### src/flash_status_cfg.svh
// flash_status_cfg.svh: status bit positions, reset value, opcodes, busy counts
// assumes: included by bare name in each design file that needs it
`ifndef FLASH_STATUS_CFG_SVH
`define FLASH_STATUS_CFG_SVH
`define STATUS_RESET 8'h00
`define BIT_BUSY 0
`define BIT_WEL 1
`define BIT_BP_LO 2
`define BIT_BP_HI 5
`define BIT_QE 6
`define BIT_LOCK 7
`define CMD_PAGE_PROGRAM 8'h02
`define CMD_QUAD_PAGE_PROGRAM_A 8'h32
`define CMD_QUAD_PAGE_PROGRAM_B 8'h38
`define CMD_SECTOR_ERASE_A 8'hD7
`define CMD_SECTOR_ERASE_B 8'h20
`define CMD_BLOCK32_ERASE 8'h52
`define CMD_BLOCK64_ERASE 8'hD8
`define CMD_CHIP_ERASE_A 8'hC7
`define CMD_CHIP_ERASE_B 8'h60
`define CMD_STATUS_WRITE 8'h01
`define CMD_FUNCTION_REG_WRITE 8'h42
`define CMD_NV_READ_PARAM_SET 8'h65
`define CMD_NV_EXT_READ_PARAM_SET 8'h85
`define CMD_INFO_ROW_ERASE 8'h64
`define CMD_INFO_ROW_PROGRAM 8'h62
`define CMD_AUTOBOOT_WRITE 8'h15
`define CMD_V_READ_PARAM_SET_A 8'hC0
`define CMD_V_READ_PARAM_SET_B 8'h63
`define CMD_V_EXT_READ_PARAM_SET 8'h83
`define CMD_WRITE_ENABLE 8'h06
`define CMD_WRITE_DISABLE 8'h04
`define CMD_STATUS_READ 8'h05
`define CMD_FUNCTION_REG_READ 8'h48
`define CMD_EXT_READ_PARAM_READ 8'h81
`define CMD_RESET_ENABLE 8'h66
`define CMD_RESET 8'h99
`define CMD_SUSPEND_A 8'h75
`define CMD_SUSPEND_B 8'hB0
`define CMD_RESUME_A 8'h7A
`define CMD_RESUME_B 8'h30
`define ADDR_BYTES 3
`define PROGRAM_BUSY_CYCLES 400
`define ERASE_BUSY_CYCLES 2000
`define NV_BUSY_CYCLES 800
`endif

### src/flash_status_pkg.sv
// flash_status_pkg: types shared by the status and write-permission logic
// assumes: compiled before every other design file
`default_nettype none
package flash_status_pkg;
   typedef enum logic [2:0] {ST_OPCODE, ST_ADDR, ST_DATA, ST_READ, ST_SKIP} frame_state_type;
   typedef enum logic [1:0] {OPK_NONE, OPK_PROGRAM, OPK_ERASE, OPK_NVREG} op_kind_type;
endpackage
`default_nettype wire

### src/spi_byte_if.sv
// spi_byte_if: byte-level link between the serial port and the command core
// assumes: both ends run on ref_clk; pulses last one ref_clk cycle
`default_nettype none
interface spi_byte_if;
   logic byte_valid;
   logic [7:0] rx_byte;
   logic frame_start;
   logic frame_end;
   logic [7:0] tx_byte;
   logic tx_drive;
   modport port (output byte_valid, rx_byte, frame_start, frame_end, input tx_byte, tx_drive);
   modport core (input byte_valid, rx_byte, frame_start, frame_end, output tx_byte, tx_drive);
endinterface
`default_nettype wire

### src/spi_serial_port.sv
// spi_serial_port: oversampled spi mode 0/3 slave, msb first, byte framing
// assumes: ref_clk at least 8x faster than spi_sck; pins are asynchronous
`default_nettype none
module spi_serial_port (
   // clock and reset
   input wire logic ref_clk,
   input wire logic rst_n,
   // pins
   input wire logic spi_sck,
   input wire logic spi_cs_n,
   input wire logic spi_si,
   output logic spi_so,
   output logic spi_so_oe,
   // byte side
   spi_byte_if.port bus
);
   logic [2:0] sck_meta_r, sck_sync_r, sck_old_r;
   logic [2:0] pin_nxt;
   logic [2:0] bit_cnt_r;
   logic [7:0] rx_sh_r, tx_sh_r;
   logic sck_rise, sck_fall, cs_low;
   assign pin_nxt = {spi_sck, spi_cs_n, spi_si};
   // two flops before any logic; the edge finder reads the second and its delayed copy
   always_ff @(posedge ref_clk or negedge rst_n) begin
      if (!rst_n) begin
         sck_meta_r <= 3'h2;
         sck_sync_r <= 3'h2;
         sck_old_r <= 3'h2;
      end else begin
         sck_meta_r <= pin_nxt;
         sck_sync_r <= sck_meta_r;
         sck_old_r <= sck_sync_r;
      end
   end
   assign cs_low = !sck_sync_r[1];
   assign sck_rise = cs_low && sck_sync_r[2] && !sck_old_r[2];
   assign sck_fall = cs_low && !sck_sync_r[2] && sck_old_r[2];
   always_ff @(posedge ref_clk or negedge rst_n) begin
      if (!rst_n) begin
         bus.frame_start <= 1'b0;
         bus.frame_end <= 1'b0;
      end else begin
         bus.frame_start <= !sck_sync_r[1] && sck_old_r[1];
         bus.frame_end <= sck_sync_r[1] && !sck_old_r[1];
      end
   end
   always_ff @(posedge ref_clk or negedge rst_n) begin
      if (!rst_n) begin
         bit_cnt_r <= 3'h0;
         rx_sh_r <= 8'h00;
         bus.rx_byte <= 8'h00;
         bus.byte_valid <= 1'b0;
      end else begin
         bus.byte_valid <= 1'b0;
         if (!cs_low) begin
            bit_cnt_r <= 3'h0;
         end else if (sck_rise) begin
            rx_sh_r <= {rx_sh_r[6:0], sck_sync_r[0]};
            bit_cnt_r <= bit_cnt_r + 3'h1;
            if (bit_cnt_r == 3'h7) begin
               bus.rx_byte <= {rx_sh_r[6:0], sck_sync_r[0]};
               bus.byte_valid <= 1'b1;
            end
         end
      end
   end
   // a new byte is loaded on the falling edge with the bit count at zero: last of the previous slot in mode 0, first of the slot in mode 3
   always_ff @(posedge ref_clk or negedge rst_n) begin
      if (!rst_n) begin
         tx_sh_r <= 8'h00;
      end else if (sck_fall) begin
         if (bit_cnt_r == 3'h0) begin
            tx_sh_r <= bus.tx_byte;
         end else begin
            tx_sh_r <= {tx_sh_r[6:0], 1'b0};
         end
      end
   end
   always_ff @(posedge ref_clk or negedge rst_n) begin
      if (!rst_n) begin
         spi_so <= 1'b0;
         spi_so_oe <= 1'b0;
      end else begin
         spi_so <= tx_sh_r[7];
         spi_so_oe <= bus.tx_drive && cs_low;
      end
   end
endmodule // spi_serial_port
`default_nettype wire

### src/protect_check.sv
// protect_check: decodes the block-protect field into a hit for one block
// assumes: block index is the top address bits of a 64 KB block
`default_nettype none
module protect_check #(
   parameter int BLOCK_BITS = 4
) (
   // protect field and target
   input wire logic [3:0] block_protect,
   input wire logic [BLOCK_BITS-1:0] block_index,
   // result
   output logic hit
);
   // smaller maps saturate to all blocks earlier; below two bits it is meaningless
   initial begin
      if (BLOCK_BITS < 2 || BLOCK_BITS > 4) begin
         $error("protect_check: BLOCK_BITS must be 2 to 4");
      end
   end
   localparam int NBLK = 1 << BLOCK_BITS;
   always_comb begin
      int sh;
      int idx;
      sh = 0;
      idx = int'(block_index);
      if (block_protect == 4'h0 || block_protect == 4'hF) begin
         hit = 1'b0;
      end else if (!block_protect[3]) begin
         sh = int'(block_protect) - 1;
         hit = (sh >= BLOCK_BITS) || (idx >= NBLK - (1 << sh));
      end else begin
         sh = 14 - int'(block_protect);
         hit = (sh >= BLOCK_BITS) || (idx < (1 << sh));
      end
   end
endmodule // protect_check
`default_nettype wire

### src/flash_status_write_protect.sv
// flash_status_write_protect: status register, busy and write-permission logic
// assumes: a host spi controller on the pins; array operations are timed only
`default_nettype none
`include "flash_status_cfg.svh"
module flash_status_write_protect
   import flash_status_pkg::*;
#(
   parameter int PROGRAM_CYCLES = `PROGRAM_BUSY_CYCLES,
   parameter int ERASE_CYCLES = `ERASE_BUSY_CYCLES,
   parameter int NV_CYCLES = `NV_BUSY_CYCLES,
   parameter int BLOCK_BITS = 4
) (
   // clock and reset
   input wire logic ref_clk,
   input wire logic rst_n,
   // serial pins
   input wire logic spi_sck,
   input wire logic spi_cs_n,
   input wire logic spi_si,
   output logic spi_so,
   output logic spi_so_oe,
   // write protect pin
   input wire logic wp_n,
   // status and pin function
   output logic [7:0] status_flags,
   output logic quad_io_mode,
   output logic wp_pin_active,
   output logic hold_pin_active
);
   initial begin
      if (PROGRAM_CYCLES < 1 || ERASE_CYCLES < 1 || NV_CYCLES < 1 ||
          PROGRAM_CYCLES > 65535 || ERASE_CYCLES > 65535 || NV_CYCLES > 65535) begin
         $error("flash_status_write_protect: busy counts must be 1 to 65535");
      end
   end
   spi_byte_if bus ();
   spi_serial_port u_port (
      .ref_clk(ref_clk),
      .rst_n(rst_n),
      .spi_sck(spi_sck),
      .spi_cs_n(spi_cs_n),
      .spi_si(spi_si),
      .spi_so(spi_so),
      .spi_so_oe(spi_so_oe),
      .bus(bus.port)
   );
   frame_state_type state_r;
   op_kind_type kind_r, kind_nxt;
   logic [1:0] byte_cnt_r;
   logic [7:0] opcode_r, data_r;
   logic [23:0] addr_r;
   logic opcode_seen_r, addr_done_r, have_data_r;
   logic busy_r, suspended_r, wel_r, reset_armed_r;
   logic [5:0] nv_r;
   logic [15:0] timer_r, timer_nxt;
   logic wp_meta_r, wp_sync_r;
   logic [7:0] tx_byte_r;
   logic tx_drive_r;
   logic prot_hit, lock, exec, acc, done;
   logic start_prog, start_erase, start_sw, start_nv, start_any;
   logic do_suspend, do_resume, do_reset;
   logic [3:0] bp;
   function automatic logic is_program(input logic [7:0] op);
      return op == `CMD_PAGE_PROGRAM || op == `CMD_QUAD_PAGE_PROGRAM_A ||
             op == `CMD_QUAD_PAGE_PROGRAM_B;
   endfunction
   function automatic logic is_erase(input logic [7:0] op);
      return op == `CMD_SECTOR_ERASE_A || op == `CMD_SECTOR_ERASE_B ||
             op == `CMD_BLOCK32_ERASE || op == `CMD_BLOCK64_ERASE;
   endfunction
   function automatic logic is_chip(input logic [7:0] op);
      return op == `CMD_CHIP_ERASE_A || op == `CMD_CHIP_ERASE_B;
   endfunction
   function automatic logic is_nvreg(input logic [7:0] op);
      return op == `CMD_FUNCTION_REG_WRITE || op == `CMD_NV_READ_PARAM_SET ||
             op == `CMD_NV_EXT_READ_PARAM_SET || op == `CMD_INFO_ROW_ERASE ||
             op == `CMD_INFO_ROW_PROGRAM || op == `CMD_AUTOBOOT_WRITE;
   endfunction
   function automatic logic is_suspend(input logic [7:0] op);
      return op == `CMD_SUSPEND_A || op == `CMD_SUSPEND_B;
   endfunction
   function automatic logic is_resume(input logic [7:0] op);
      return op == `CMD_RESUME_A || op == `CMD_RESUME_B;
   endfunction
   function automatic logic busy_ok(input logic [7:0] op);
      return op == `CMD_STATUS_READ || op == `CMD_FUNCTION_REG_READ ||
             op == `CMD_EXT_READ_PARAM_READ || op == `CMD_RESET_ENABLE ||
             op == `CMD_RESET || is_suspend(op);
   endfunction
   function automatic logic needs_addr(input logic [7:0] op);
      return is_program(op) || is_erase(op) || op == `CMD_INFO_ROW_ERASE ||
             op == `CMD_INFO_ROW_PROGRAM;
   endfunction
   assign bp = nv_r[`BIT_BP_HI-2:`BIT_BP_LO-2];
   protect_check #(
      .BLOCK_BITS(BLOCK_BITS)
   ) u_protect (
      .block_protect(bp),
      .block_index(addr_r[16+BLOCK_BITS-1:16]),
      .hit(prot_hit)
   );
   // the pin is only a protect input while quad mode is off
   always_ff @(posedge ref_clk or negedge rst_n) begin
      if (!rst_n) begin
         wp_meta_r <= 1'b1;
         wp_sync_r <= 1'b1;
      end else begin
         wp_meta_r <= wp_n;
         wp_sync_r <= wp_meta_r;
      end
   end
   assign lock = nv_r[`BIT_LOCK-2] && !nv_r[`BIT_QE-2] && !wp_sync_r;
   always_ff @(posedge ref_clk or negedge rst_n) begin
      if (!rst_n) begin
         state_r <= ST_SKIP;
         byte_cnt_r <= 2'h0;
      end else if (bus.frame_start) begin
         state_r <= ST_OPCODE;
         byte_cnt_r <= 2'h0;
      end else if (bus.byte_valid) begin
         case (state_r)
            ST_OPCODE: begin
               if (busy_r && !busy_ok(bus.rx_byte)) begin
                  state_r <= ST_SKIP;
               end else if (bus.rx_byte == `CMD_STATUS_READ) begin
                  state_r <= ST_READ;
               end else if (needs_addr(bus.rx_byte)) begin
                  state_r <= ST_ADDR;
               end else if (bus.rx_byte == `CMD_STATUS_WRITE) begin
                  state_r <= ST_DATA;
               end else begin
                  state_r <= ST_SKIP;
               end
            end
            ST_ADDR: begin
               byte_cnt_r <= byte_cnt_r + 2'h1;
               if (byte_cnt_r == 2'(`ADDR_BYTES - 1)) begin
                  state_r <= ST_SKIP;
               end
            end
            ST_DATA: state_r <= ST_SKIP;
            ST_READ: state_r <= ST_READ;
            default: state_r <= ST_SKIP;
         endcase
      end
   end
   always_ff @(posedge ref_clk or negedge rst_n) begin
      if (!rst_n) begin
         opcode_r <= 8'h00;
         addr_r <= 24'h000000;
         data_r <= 8'h00;
         opcode_seen_r <= 1'b0;
         addr_done_r <= 1'b0;
         have_data_r <= 1'b0;
      end else if (bus.frame_start) begin
         opcode_seen_r <= 1'b0;
         addr_done_r <= 1'b0;
         have_data_r <= 1'b0;
      end else if (bus.byte_valid) begin
         case (state_r)
            ST_OPCODE: begin
               opcode_r <= bus.rx_byte;
               opcode_seen_r <= !(busy_r && !busy_ok(bus.rx_byte));
            end
            ST_ADDR: begin
               addr_r <= {addr_r[15:0], bus.rx_byte};
               addr_done_r <= byte_cnt_r == 2'(`ADDR_BYTES - 1);
            end
            ST_DATA: begin
               data_r <= bus.rx_byte;
               have_data_r <= 1'b1;
            end
            default: have_data_r <= have_data_r;
         endcase
      end
   end
   // commands act when chip select rises
   assign exec = bus.frame_end && opcode_seen_r;
   assign acc = exec && !busy_r && !suspended_r;
   assign done = busy_r && !suspended_r && timer_r == 16'h0000;
   assign start_prog = acc && is_program(opcode_r) && wel_r && addr_done_r && !prot_hit;
   assign start_erase = acc && addr_done_r && is_erase(opcode_r) && wel_r && !prot_hit;
   assign start_sw = acc && opcode_r == `CMD_STATUS_WRITE && wel_r && have_data_r && !lock;
   assign start_nv = acc && is_nvreg(opcode_r) && wel_r && (addr_done_r || !needs_addr(opcode_r));
   assign start_any = start_prog || start_erase || start_sw || start_nv ||
                      (acc && is_chip(opcode_r) && wel_r && bp == 4'h0);
   assign do_suspend = exec && busy_r && is_suspend(opcode_r) &&
                       (kind_r == OPK_PROGRAM || kind_r == OPK_ERASE);
   assign do_resume = exec && !busy_r && suspended_r && is_resume(opcode_r);
   assign do_reset = exec && reset_armed_r && opcode_r == `CMD_RESET;
   always_comb begin
      kind_nxt = OPK_ERASE;
      timer_nxt = 16'(ERASE_CYCLES - 1);
      if (start_prog) begin
         kind_nxt = OPK_PROGRAM;
         timer_nxt = 16'(PROGRAM_CYCLES - 1);
      end else if (start_sw || start_nv) begin
         kind_nxt = OPK_NVREG;
         timer_nxt = 16'(NV_CYCLES - 1);
      end
   end
   always_ff @(posedge ref_clk or negedge rst_n) begin
      if (!rst_n) begin
         reset_armed_r <= 1'b0;
      end else if (exec) begin
         reset_armed_r <= opcode_r == `CMD_RESET_ENABLE;
      end
   end
   always_ff @(posedge ref_clk or negedge rst_n) begin
      if (!rst_n) begin
         busy_r <= 1'b0;
         suspended_r <= 1'b0;
         timer_r <= 16'h0000;
         kind_r <= OPK_NONE;
      end else if (do_reset) begin
         busy_r <= 1'b0;
         suspended_r <= 1'b0;
         kind_r <= OPK_NONE;
      end else if (do_suspend) begin
         busy_r <= 1'b0;
         suspended_r <= 1'b1;
      end else if (do_resume) begin
         busy_r <= 1'b1;
         suspended_r <= 1'b0;
      end else if (start_any) begin
         busy_r <= 1'b1;
         timer_r <= timer_nxt;
         kind_r <= kind_nxt;
      end else if (done) begin
         busy_r <= 1'b0;
         kind_r <= OPK_NONE;
      end else if (busy_r && !suspended_r) begin
         timer_r <= timer_r - 16'h0001;
      end
   end
   // disable while busy is ignored like any other instruction outside the busy-allowed set
   always_ff @(posedge ref_clk or negedge rst_n) begin
      if (!rst_n) begin
         wel_r <= 1'b0;
      end else if (do_reset || done) begin
         wel_r <= 1'b0;
      end else if (acc && opcode_r == `CMD_WRITE_ENABLE) begin
         wel_r <= 1'b1;
      end else if (acc && opcode_r == `CMD_WRITE_DISABLE) begin
         wel_r <= 1'b0;
      end
   end
   // volatile parameter sets are accepted without the latch and leave it alone
   always_ff @(posedge ref_clk or negedge rst_n) begin
      if (!rst_n) begin
         nv_r <= 6'(`STATUS_RESET >> 2);
      end else if (start_sw) begin
         nv_r <= data_r[7:2];
      end
   end
   always_ff @(posedge ref_clk or negedge rst_n) begin
      if (!rst_n) begin
         tx_drive_r <= 1'b0;
         tx_byte_r <= `STATUS_RESET;
      end else begin
         tx_byte_r <= {nv_r, wel_r, busy_r};
         if (bus.frame_start || bus.frame_end) begin
            tx_drive_r <= 1'b0;
         end else if (bus.byte_valid && state_r == ST_OPCODE) begin
            tx_drive_r <= bus.rx_byte == `CMD_STATUS_READ;
         end
      end
   end
   assign bus.tx_byte = tx_byte_r;
   assign bus.tx_drive = tx_drive_r;
   assign status_flags = {nv_r, wel_r, busy_r};
   assign quad_io_mode = nv_r[`BIT_QE-2];
   assign wp_pin_active = !nv_r[`BIT_QE-2];
   assign hold_pin_active = !nv_r[`BIT_QE-2];
endmodule // flash_status_write_protect
`default_nettype wire

### config.mk
export PLATFORM = sky130hd
export DESIGN_NAME = flash_status_write_protect
export DESIGN_NICKNAME = d
export VERILOG_FILES = /design/src/flash_status_pkg.sv /design/src/spi_byte_if.sv /design/src/spi_serial_port.sv /design/src/protect_check.sv /design/src/flash_status_write_protect.sv
export VERILOG_INCLUDE_DIRS = /design/src /design/src/src
export SDC_FILE = /design/constraint.sdc
export NUM_CORES = 1
export LEC_CHECK = 0
export BUFFER_PORTS_ARGS = -buffer_cell sky130_fd_sc_hd__clkbuf_2
export CAP_MARGIN = 0
export CORE_ASPECT_RATIO = 0.75
export CORE_MARGIN = 2
export CORE_UTILIZATION = 40
export DETAILED_ROUTE_END_ITERATION = 8
export SYNTH_ARGS = -nofsm -noshare
export SYNTH_HDL_FRONTEND = slang
export SYNTH_SLANG_ARGS = --single-unit
### constraint.sdc
create_clock -name ref_clk -period 4.2 [get_ports ref_clk]
set_input_delay 0 -clock ref_clk [delete_from_list [all_inputs] [get_ports ref_clk]]
set_output_delay 0 -clock ref_clk [all_outputs]
set_load 0.1 [all_outputs]
[Word-level counts from Yosys, hierarchy flattened]
Index checks and enable logic that the tools add are counted.
Word-level totals
  register bits: 123
  bits in latches: 0
  RAM bits: 0
  ROM bits: 0
  bits of input ports: 6
  output and inout port bits: 13
  word-level logic and storage cells: 278
  memories kept: 0
Cells by class
  $add $sub $neg: 6
  multiply operators: 0
  div/mod/pow operators: 0
  order comparisons: 4
  equality and inequality tests: 53
  shift operators: 2
  mux-type cells: 53
  bitwise gates (word level): 5
  reduce and logical (&&, ||, !) cells: 124
Operator list (number)
  $eq A8 B7 Y1 const B: 15
  $eq A8 B8 Y1 const B: 11
  $ge A32 B4 Y1 const B: 2
  $shl A1 B32 Y32 const A: 2
  $eq A8 B6 Y1 const B: 7
  $mux W16: 3
  $logic_and A1 B1 Y1: 43
  $logic_or A1 B1 Y1: 42
  $ge A5 B32 Y1: 1
  $lt A5 B32 Y1: 1
  $sub A6 B32 Y32 const A: 1
  $mux W1: 28
  $mux W3: 9
  $eq A8 B3 Y1 const B: 3
  $mux W11: 2
  $mux W2: 9
  $eq A8 B1 Y1 const B: 2
  $eq A8 B2 Y1 const B: 2
  $logic_not A16 Y1: 1
  $sub A16 B1 Y16 const B: 1
  $reduce_and A3 Y1: 5
  $reduce_bool A2 Y1: 7
  $logic_not A1 Y1: 13
  $reduce_and A2 Y1: 5
  21 further kinds: 32

[Depth between registers and ports, before layout]
Gate-level depths: netlist of run 1.
  depth after elaboration: 17
  depth in mapped cells: 19
  gate-level depth less buffers: 17

[By module]
A second synthesis of run 1 with hierarchy kept.
Unflattened totals
  cell total of the unflattened synthesis: 547
  area total of the unflattened synthesis: 5849.4 µm²
Modules (own cells, without submodules)
  flash_status_write_protect: times used 1, cells an instance 383, area an instance 3913.8 µm², seq. area each 1830.5 µm²
  spi_serial_port: times used 1, cells an instance 102, area an instance 1490.2 µm², seq. area each 979.7 µm²
  protect_check: times used 1, cells an instance 62, area an instance 445.4 µm², seq. area each 0.0 µm²

[Worst setup path before layout of run 1]
No wires, ideal clock.
  path kind: reg-to-reg
  from: register nv_r[3]
  to: register timer_r[1]
  setup time: 0.133 ns
  arrival: 4.095 ns
  data required time: 4.067 ns
  path slack: -0.028 ns
  cell stages (with the launch flop): 18
  buffers on the path: 2
  clock period less this slack: 4.228 ns
  cells stage by stage: dfrtp_1 -> buf_2 -> inv_1 -> or3_4 -> o22ai_1 -> nand3_1 -> ha_1 -> xnor2_1 -> ha_1 -> o21a_1 -> nor2_1 -> a2111oi_1 -> a31oi_1 -> a211o_1 -> or2_1 -> buf_6 -> nor3_2 -> a21oi_1
Between the ends
  cells in the longest elaborated chain, start to end: 15
  elaborated cells on any way between the ends: 29
  classes of those cells: 3 x add/sub; 4 x order compare; 2 x eq/ne; 2 x shift; 4 x mux; 14 x reduce/logical
RTL lines
  start: declaration: RTL line flash_status_write_protect.sv:54  | logic [5:0] nv_r;
  start signal: assignment: RTL line flash_status_write_protect.sv:251  | nv_r <= 6'(`STATUS_RESET >> 2);
  start signal: assignment: RTL line flash_status_write_protect.sv:253  | nv_r <= data_r[7:2];
  $sub A4 B1 Y5: RTL line protect_check.sv:28  | sh = int'(block_protect) - 1;
  $shl A1 B32 Y32: RTL line protect_check.sv:29  | hit = (sh >= BLOCK_BITS) || (idx >= NBLK - (1 << sh));
  $sub A6 B32 Y32: RTL line protect_check.sv:29
  $ge A5 B32 Y1: RTL line protect_check.sv:29
  $logic_or A1 B1 Y1: RTL line protect_check.sv:29
  $mux W1: RTL line protect_check.sv:27  | end else if (!block_protect[3]) begin
  $mux W1: RTL line protect_check.sv:25  | if (block_protect == 4'h0 || block_protect == 4'hF) begin
  $logic_not A1 Y1: RTL line flash_status_write_protect.sv:181, flash_status_write_protect.sv:182
  $logic_and A1 B1 Y1, on equally long branches: RTL line flash_status_write_protect.sv:181, flash_status_write_protect.sv:182
  $logic_or A1 B1 Y1 (4 in a row): RTL line flash_status_write_protect.sv:185  | assign start_any = start_prog || start_erase || start_sw || start_nv ||
  $ne A2 B1 Y1 (no line) / $reduce_bool A2 Y1 (equally long branches)
  $reduce_and A5 Y1 (no line)
  end signal: assignment: RTL line flash_status_write_protect.sv:227  | timer_r <= timer_nxt;
  end signal: assignment: RTL line flash_status_write_protect.sv:233  | timer_r <= timer_r - 16'h0001;
  end: declaration: RTL line flash_status_write_protect.sv:55  | logic [15:0] timer_r, timer_nxt;
Several ways; a longest one is shown, not always the timed one.
A chain may end at the register's enable or synchronous reset.

[Worst setup path after layout of run 1]
  from: register nv_r[1]
  to: register timer_r[0]
The elaborated chain is that of the path after synthesis.

==> reports/metrics.yaml, run 1 <==
outcome: "completed"
crit_required_ns: 4.43
start_util: 0.406
final_area_um2: 6360
ys.warnings.count: 0
period_share: 0.910
numCtsBuffers: 9
dp_hpwl_um: 8610
nNetsFinal: 587
synth_area_per_cell_um2: 10.3
critPathLaunchType: "flop"
worst_slew_pin_slew_ns: 1.15
cts_tree: "yes"
drv_slew: 0
ys_ff_latch: 112
synth-edff-count: 0
peakVddDrop_v: 0.000172
wire_per_inst_um: 15.7
cts_max_level: 3
fp.dieW_um: 143
clkTransAtPathRegs_ns: 0.08
whs_path_depth: 2
netlist_instances: 564
seq_area_um2: 2810
grt_pass1_wl_um: 20500
grt_pass1_vias: 4030
routabilityCongestion: 0.822
drc: 0
synth.distinct_cells: 72
hold_class: "in2reg"
cts.sinks: 112
pre_cts_ws_ns: 0.0351
detail-route-antenna-nets: 0
antenna_cells: 0
multi_input_area_um2: 2760
portBuffers: 18
antenna_found_initial: 0
holdWs_ns: 0.273
grt_setup_unrepaired: "no"
finalSetupTns_ns: 0
r2r_cells: 17
fill_cells: 1368
insertion_delay_ns: 0.35
clock_skew_ns: 0.00846
crit_arrival_ns: 4.05
period_needed_ns: 3.82
core_area_um2: 14400
final_core_util: 0.443
grt_use_total: 0.169
clock_path_buffers: 2
synthesis.nets: 586
cp_max_fo: 11
ys_async_sr_fraction: 1.00
num_vias: 4175
yosysSeqAreaShare: 0.482
fmax_mhz: 262
drtIter0Drc: 275
die_h_um: 109
dr.pass1.iters: 4
slew_headroom: 0.228
vias_per_cell: 5.42
power_density_nw_per_um2: 326
hold_violations: 0
layout-drive-gt1-share: 0.175
wl_um: 12100
worst_slack_ns: 0.376
path_class: "reg2reg"
synth-main-ff-cell: "dfrtp_1"
power_leakage_nw: 2.85
grt_max_degree: 64
num_rows: 38
die-area_um2: 15600
clockRootBuffer: "clkbuf_16"
syn_area_um2: 5830
grt.overflow.total: 0
setup_viol: 0
critPathCaptureType: "flop"
io_pins: 19
syn_to_final_growth_pct: 9.17
placed_cell_area_um2: 6020
max_cap_violations: 0
-- what timing repair did --
action	4_1_cts	5_1_grt
resized for setup	0	4
hold buffers	5	0
endpoints found under the setup margin	0	16
endpoints found under the hold margin	61	0
buffers inserted	0	0
-- stage by stage --
stage               std cells  power (W)
CTS                       770    0.00211
global route              770    0.00217
detailed placement        749    0.00128
global placement          749    0.00128
floorplan                 564    0.00124
finish                    770    0.00208
-- worst paths after layout --
path	endpoint	slack, ns	from
worst min-delay path	u_port.sck_meta_r[1]$_DFF_PN1_	0.27	spi_cs_n
worst max register to register	timer_r[0]$_DFFE_PN0P_	0.38	nv_r[1]$_DFFE_PN0P_
min in group asynchronous	u_port.sck_sync_r[2]$_DFF_PN0_	0.28	rst_n
max in group asynchronous	timer_r[4]$_DFFE_PN0P_	2.78	rst_n
worst min register to register	u_port.sck_sync_r[0]$_DFF_PN0_	0.35	u_port.sck_meta_r[0]$_DFF_PN0_
worst max-delay path	timer_r[0]$_DFFE_PN0P_	0.38	nv_r[1]$_DFFE_PN0P_
-- placed cells by master, fill, tap and decap left out, drive strengths merged, types with 4 or more instances in the layout --
cell type and count:
dfrtp 106, xnor2 11, nor3b 7, nor4bb 6
dfstp 6, nand4 6, a211oi 4, ha 16
nand2b 13, nand3 17, nand2 45, mux2 37
nor3 15, clkbuf 27, nand3b 8, nor2 60
nor4b 7, nor2b 10, nor4 5, buf 6
o21ai 19, dlygate4sd3 5, and4b 5, xor2 12
inv 24, mux2i 12, a21oi 21
-- power by group --
group	internal, W	total (W)	switching, W
Sequential	0.00113	0.00116	0.0000311
Combinational	0.0000427	0.000101	0.0000587
Clock	0.000412	0.000816	0.000404
-- registers in the layout, indices dropped and copies added (netlist names), 3 cells and up --
| signal | count |
|---|---|
| u_port.bus.rx_byte | 8 |
| u_port.sck_sync_r | 3 |
| u_port.tx_sh_r | 8 |
| state_r | 3 |
| data_r | 6 |
| addr_r | 12 |
| nv_r | 6 |
| timer_r | 16 |
| u_port.bit_cnt_r | 3 |
| bus.tx_byte | 8 |
| u_port.sck_meta_r | 3 |
| opcode_r | 8 |
| u_port.rx_sh_r | 7 |
-- layer usage --
layer	global-route usage	routed length, um	share of wire
met4	0.0434	148	0.012
met1	0.233	5870	0.49
met3	0.0500	690	0.057
met5	0	0	0
met2	0.262	5390	0.45
-- area by class of cell --
cell class / count / area share
well taps: 200 / 0.0393
clock inverters: 6 / 0.00787
flip-flops and latches: 112 / 0.442
repair buffers: 28 / 0.0283
inverters: 21 / 0.0124
clock buffers: 10 / 0.0360
multi-input cells: 393 / 0.434
-- cell families after synthesis --
logic type               synth area share
XOR/XNOR                           0.0346
buffers and inverters              0.0460
multiplexers                       0.0921
AND/OR/NAND/NOR                     0.210
AO/OA/AOI/OAI                       0.101
adder cells (fa/ha/maj)            0.0344
flip-flops                          0.482
-- critical path, stage by stage (launching register included) --
cell and delay (ns):
dfrtp_1 0.45, inv_1 0.15, ha_2 0.29, and2_1 0.15, a21oi_1 0.07, o22ai_2 0.23, nand3_1 0.13, ha_1 0.25
xnor2_1 0.15, ha_1 0.28, o21a_1 0.10, nor2_1 0.04, a2111oi_1 0.26, a31oi_1 0.18, a211o_1 0.36, or2_4 0.32
nor2_1 0.17, mux2i_1 0.09
-- Yosys cell counts (12+ instances only) --
library cell  instances  area (um2)
dfrtp_1             106        2650
nor2_1               60         225
nand2_1              45         169
mux2_2               37         417
a21oi_1              21         105
inv_1                20        75.1
clkbuf_1             19        71.3
o21ai_0              19        95.1
nand3_1              17        85.1
ha_1                 16         200
nand2b_1             13        81.3
nor3_1               13        65.1
mux2i_1              12         120
xor2_1               12         105
Note: power is estimated with default switching activity, not from simulation.
==> run 2: changes to the inputs <==
--- a/config.mk
+++ b/config.mk
@@ -12,6 +12,7 @@
 export CORE_MARGIN = 2
 export CORE_UTILIZATION = 40
 export DETAILED_ROUTE_END_ITERATION = 8
+export PLACE_DENSITY = 0.65
 export SYNTH_ARGS = -nofsm -noshare
 export SYNTH_HDL_FRONTEND = slang
 export SYNTH_SLANG_ARGS = --single-unit
==> reports/metrics.yaml, run 2 (synthesized netlist as in run 1, its figures left out) <==
power_frac_clock: 0.405  # was 0.393
grt_pass1_wl_um: 20800  # was 20500 um
top_register: "timer_r"  # unchanged
placed_cell_area_um2: 6030  # was 6020 um2
cp_max_fo: 12  # was 11
vias_per_cell: 5.40  # was 5.42
path_class: "reg2reg"  # unchanged
io_pins: 19  # unchanged
power.switching_w: 0.000516  # was 0.000494 W
timing.rr.start: "nv_r[0]$_DFFE_PN0P_"  # was nv_r[1]$_DFFE_PN0P_
worstSetupStartpoint: "nv_r[0]$_DFFE_PN0P_"  # was nv_r[1]$_DFFE_PN0P_
detail-route-antenna-nets: 0  # unchanged
drc: 0  # unchanged
wire_per_inst_um: 16.0  # was 15.7 um
power_leakage_nw: 2.87  # was 2.85 nW
fmax_mhz: 262  # about the same
layout-drive-gt1-share: 0.180  # was 0.175
grt.overflow.total: 0  # unchanged
wl_um: 12300  # was 12100 um
final_area_um2: 6400  # was 6360 um2
final_cell_mix: "dfrtp_1 (104), nor2_1 (60), nand2_1 (45), mux2_2 (37), a21oi_1 (21)"  # unchanged
reg_top3: "timer_r: 16 flops, addr_r: 12 flops"  # unchanged
r2r_slack_ns: 0.38  # about the same
cts_tree: "yes"  # unchanged
highest_layer: "met4"  # unchanged
critPathCaptureType: "flop"  # unchanged
crit_end: "timer_r[6]$_DFFE_PN0P_"  # was timer_r[0]$_DFFE_PN0P_
fill_cells: 1349  # was 1368
clock_skew_ns: 0.0108  # was 0.00846 ns
dp_hpwl_um: 8790  # was 8610 um
largest_reg_flops: 16  # unchanged
num_rows: 38  # unchanged
period_needed_ns: 3.82  # about the same
p_comb_frac: 0.049  # about the same
num_vias: 4166  # was 4175
seq_area_um2: 2810  # unchanged
crit_arrival_ns: 4.08  # was 4.05 ns
worst_slew_pin_slew_ns: 0.904  # was 1.15 ns
fp.dieW_um: 143  # unchanged
drt-met1-wl_um: 5990  # was 5870 um
power.share.sequential: 0.546  # was 0.558
r2r_cells: 16  # was 17
peakVddDrop_v: 0.000164  # was 0.000172 V
crit_required_ns: 4.46  # was 4.43 ns
grt_use_total: 0.173  # was 0.169
start_util: 0.406  # unchanged
slew_headroom: 0.396  # was 0.228
core_area_um2: 14400  # unchanged
setup_viol: 0  # unchanged
timing.rr.end: "timer_r[6]$_DFFE_PN0P_"  # was timer_r[0]$_DFFE_PN0P_
die-area_um2: 15600  # unchanged
power_density_nw_per_um2: 331  # was 326 nW/um2
routabilityCongestion: 0.911  # was 0.822
layout_commonest_cell: "dfrtp_1"  # unchanged
antenna_cells: 0  # unchanged
clock_path_buffers: 2  # unchanged
insertion_delay_ns: 0.37  # was 0.35 ns
hold_class: "in2async"  # was in2reg
grt_pass1_vias: 4075  # was 4030
outcome: "completed"  # unchanged
critPathLaunchType: "flop"  # unchanged
antenna_found_initial: 0  # unchanged
met2_length_um: 5420  # was 5390 um
p_sw_frac: 0.243  # was 0.238
drv_slew: 0  # unchanged
numCtsBuffers: 9  # unchanged
finalSetupTns_ns: 0  # unchanged
period_share: 0.910  # about the same
clockRootBuffer: "clkbuf_16"  # unchanged
grt_setup_unrepaired: "no"  # unchanged
multi_input_area_um2: 2770  # was 2760 um2
syn_to_final_growth_pct: 9.94  # was 9.17%
drtIter0Drc: 431  # was 275
grt_max_degree: 44  # was 64
post_cts_buffers: 0  # unchanged
dr_wl_met3_um: 792  # was 690 um
dr.pass1.iters: 5  # was 4
portBuffers: 18  # unchanged
nNetsFinal: 589  # was 587
clkTransAtPathRegs_ns: 0.08  # about the same
die_h_um: 109  # unchanged
cts.sinks: 112  # unchanged
cts_max_level: 3  # unchanged
p_int_w: 0.00160  # was 0.00158 W
max_cap_violations: 0  # unchanged
hold_violations: 0  # unchanged
run 2: cell type report:
cell class | instances | area share
Clock inverter | 6 | 0.00918
Sequential cell | 112 | 0.439
Inverter | 21 | 0.0123
Clock buffer | 10 | 0.0373
Timing Repair Buffer | 30 | 0.0305
Multi-Input combinational cell | 393 | 0.433
Tap cell | 200 | 0.0391
run 2: layer usage:
metal,vias to the layer above,GRT usage
met1,2046,0.246
met4,0,0.0448
li1,1995,-
met5,-,0
met3,14,0.0567
met2,111,0.255
run 2: worst min path at each step:
stage | endpoint | slack, ns
final | timer_r[12]$_DFFE_PN0P_ | 0.16
after global routing | timer_r[11]$_DFFE_PN0P_ | 0.22
after CTS | timer_r[0]$_DFFE_PN0P_ | 0.17
after detailed placement | timer_r[14]$_DFFE_PN0P_ | 0.02
after global placement | timer_r[12]$_DFFE_PN0P_ | 0.02
after floorplan | addr_done_r$_DFFE_PN0P_ | -0.30
run 2: timing repair:
action	CTS	global route
endpoints found under the setup margin	1	16
hold buffers	5	0
resized for setup	1	4
endpoints found under the hold margin	45	0
run 2: through the flow:
step	worst slack (ns)	cells	power [W]	util	hold WS (ns)
after floorplan	0.00437	564	0.00124	-	-0.296
after global placement	0.283	751	0.00127	0.420	0.0167
after detailed placement	0.00960	751	0.00128	0.420	0.0243
after CTS	0.197	772	0.00215	0.445	0.173
after global routing	0.0368	772	0.00221	0.446	0.216
final	0.376	772	0.00212	0.446	0.161
run 2: worst max-delay path: stages (launching register included):
cell and delay (ns):
dfrtp_2 0.49, inv_1 0.20, ha_4 0.22, and2_1 0.14
a21oi_1 0.07, o22ai_2 0.22, nand3_1 0.14, ha_1 0.30
inv_1 0.04, ha_1 0.27, a2111oi_1 0.45, a2111oi_1 0.12
a31oi_1 0.27, a211o_1 0.27, or2_4 0.24, nor2_1 0.09
a21o_1 0.20
run 2: power groups by stage:
| stage | combinational [W] | clock, W | sequential, W |
|---|---|---|---|
| after floorplan | 0.0000557 | 0 | 0.00118 |
| after global routing | 0.000118 | 0.000923 | 0.00116 |
| after CTS | 0.000107 | 0.000886 | 0.00116 |
| final | 0.000103 | 0.000860 | 0.00116 |
| after global placement | 0.0000981 | 0 | 0.00118 |
| after detailed placement | 0.000103 | 0 | 0.00118 |
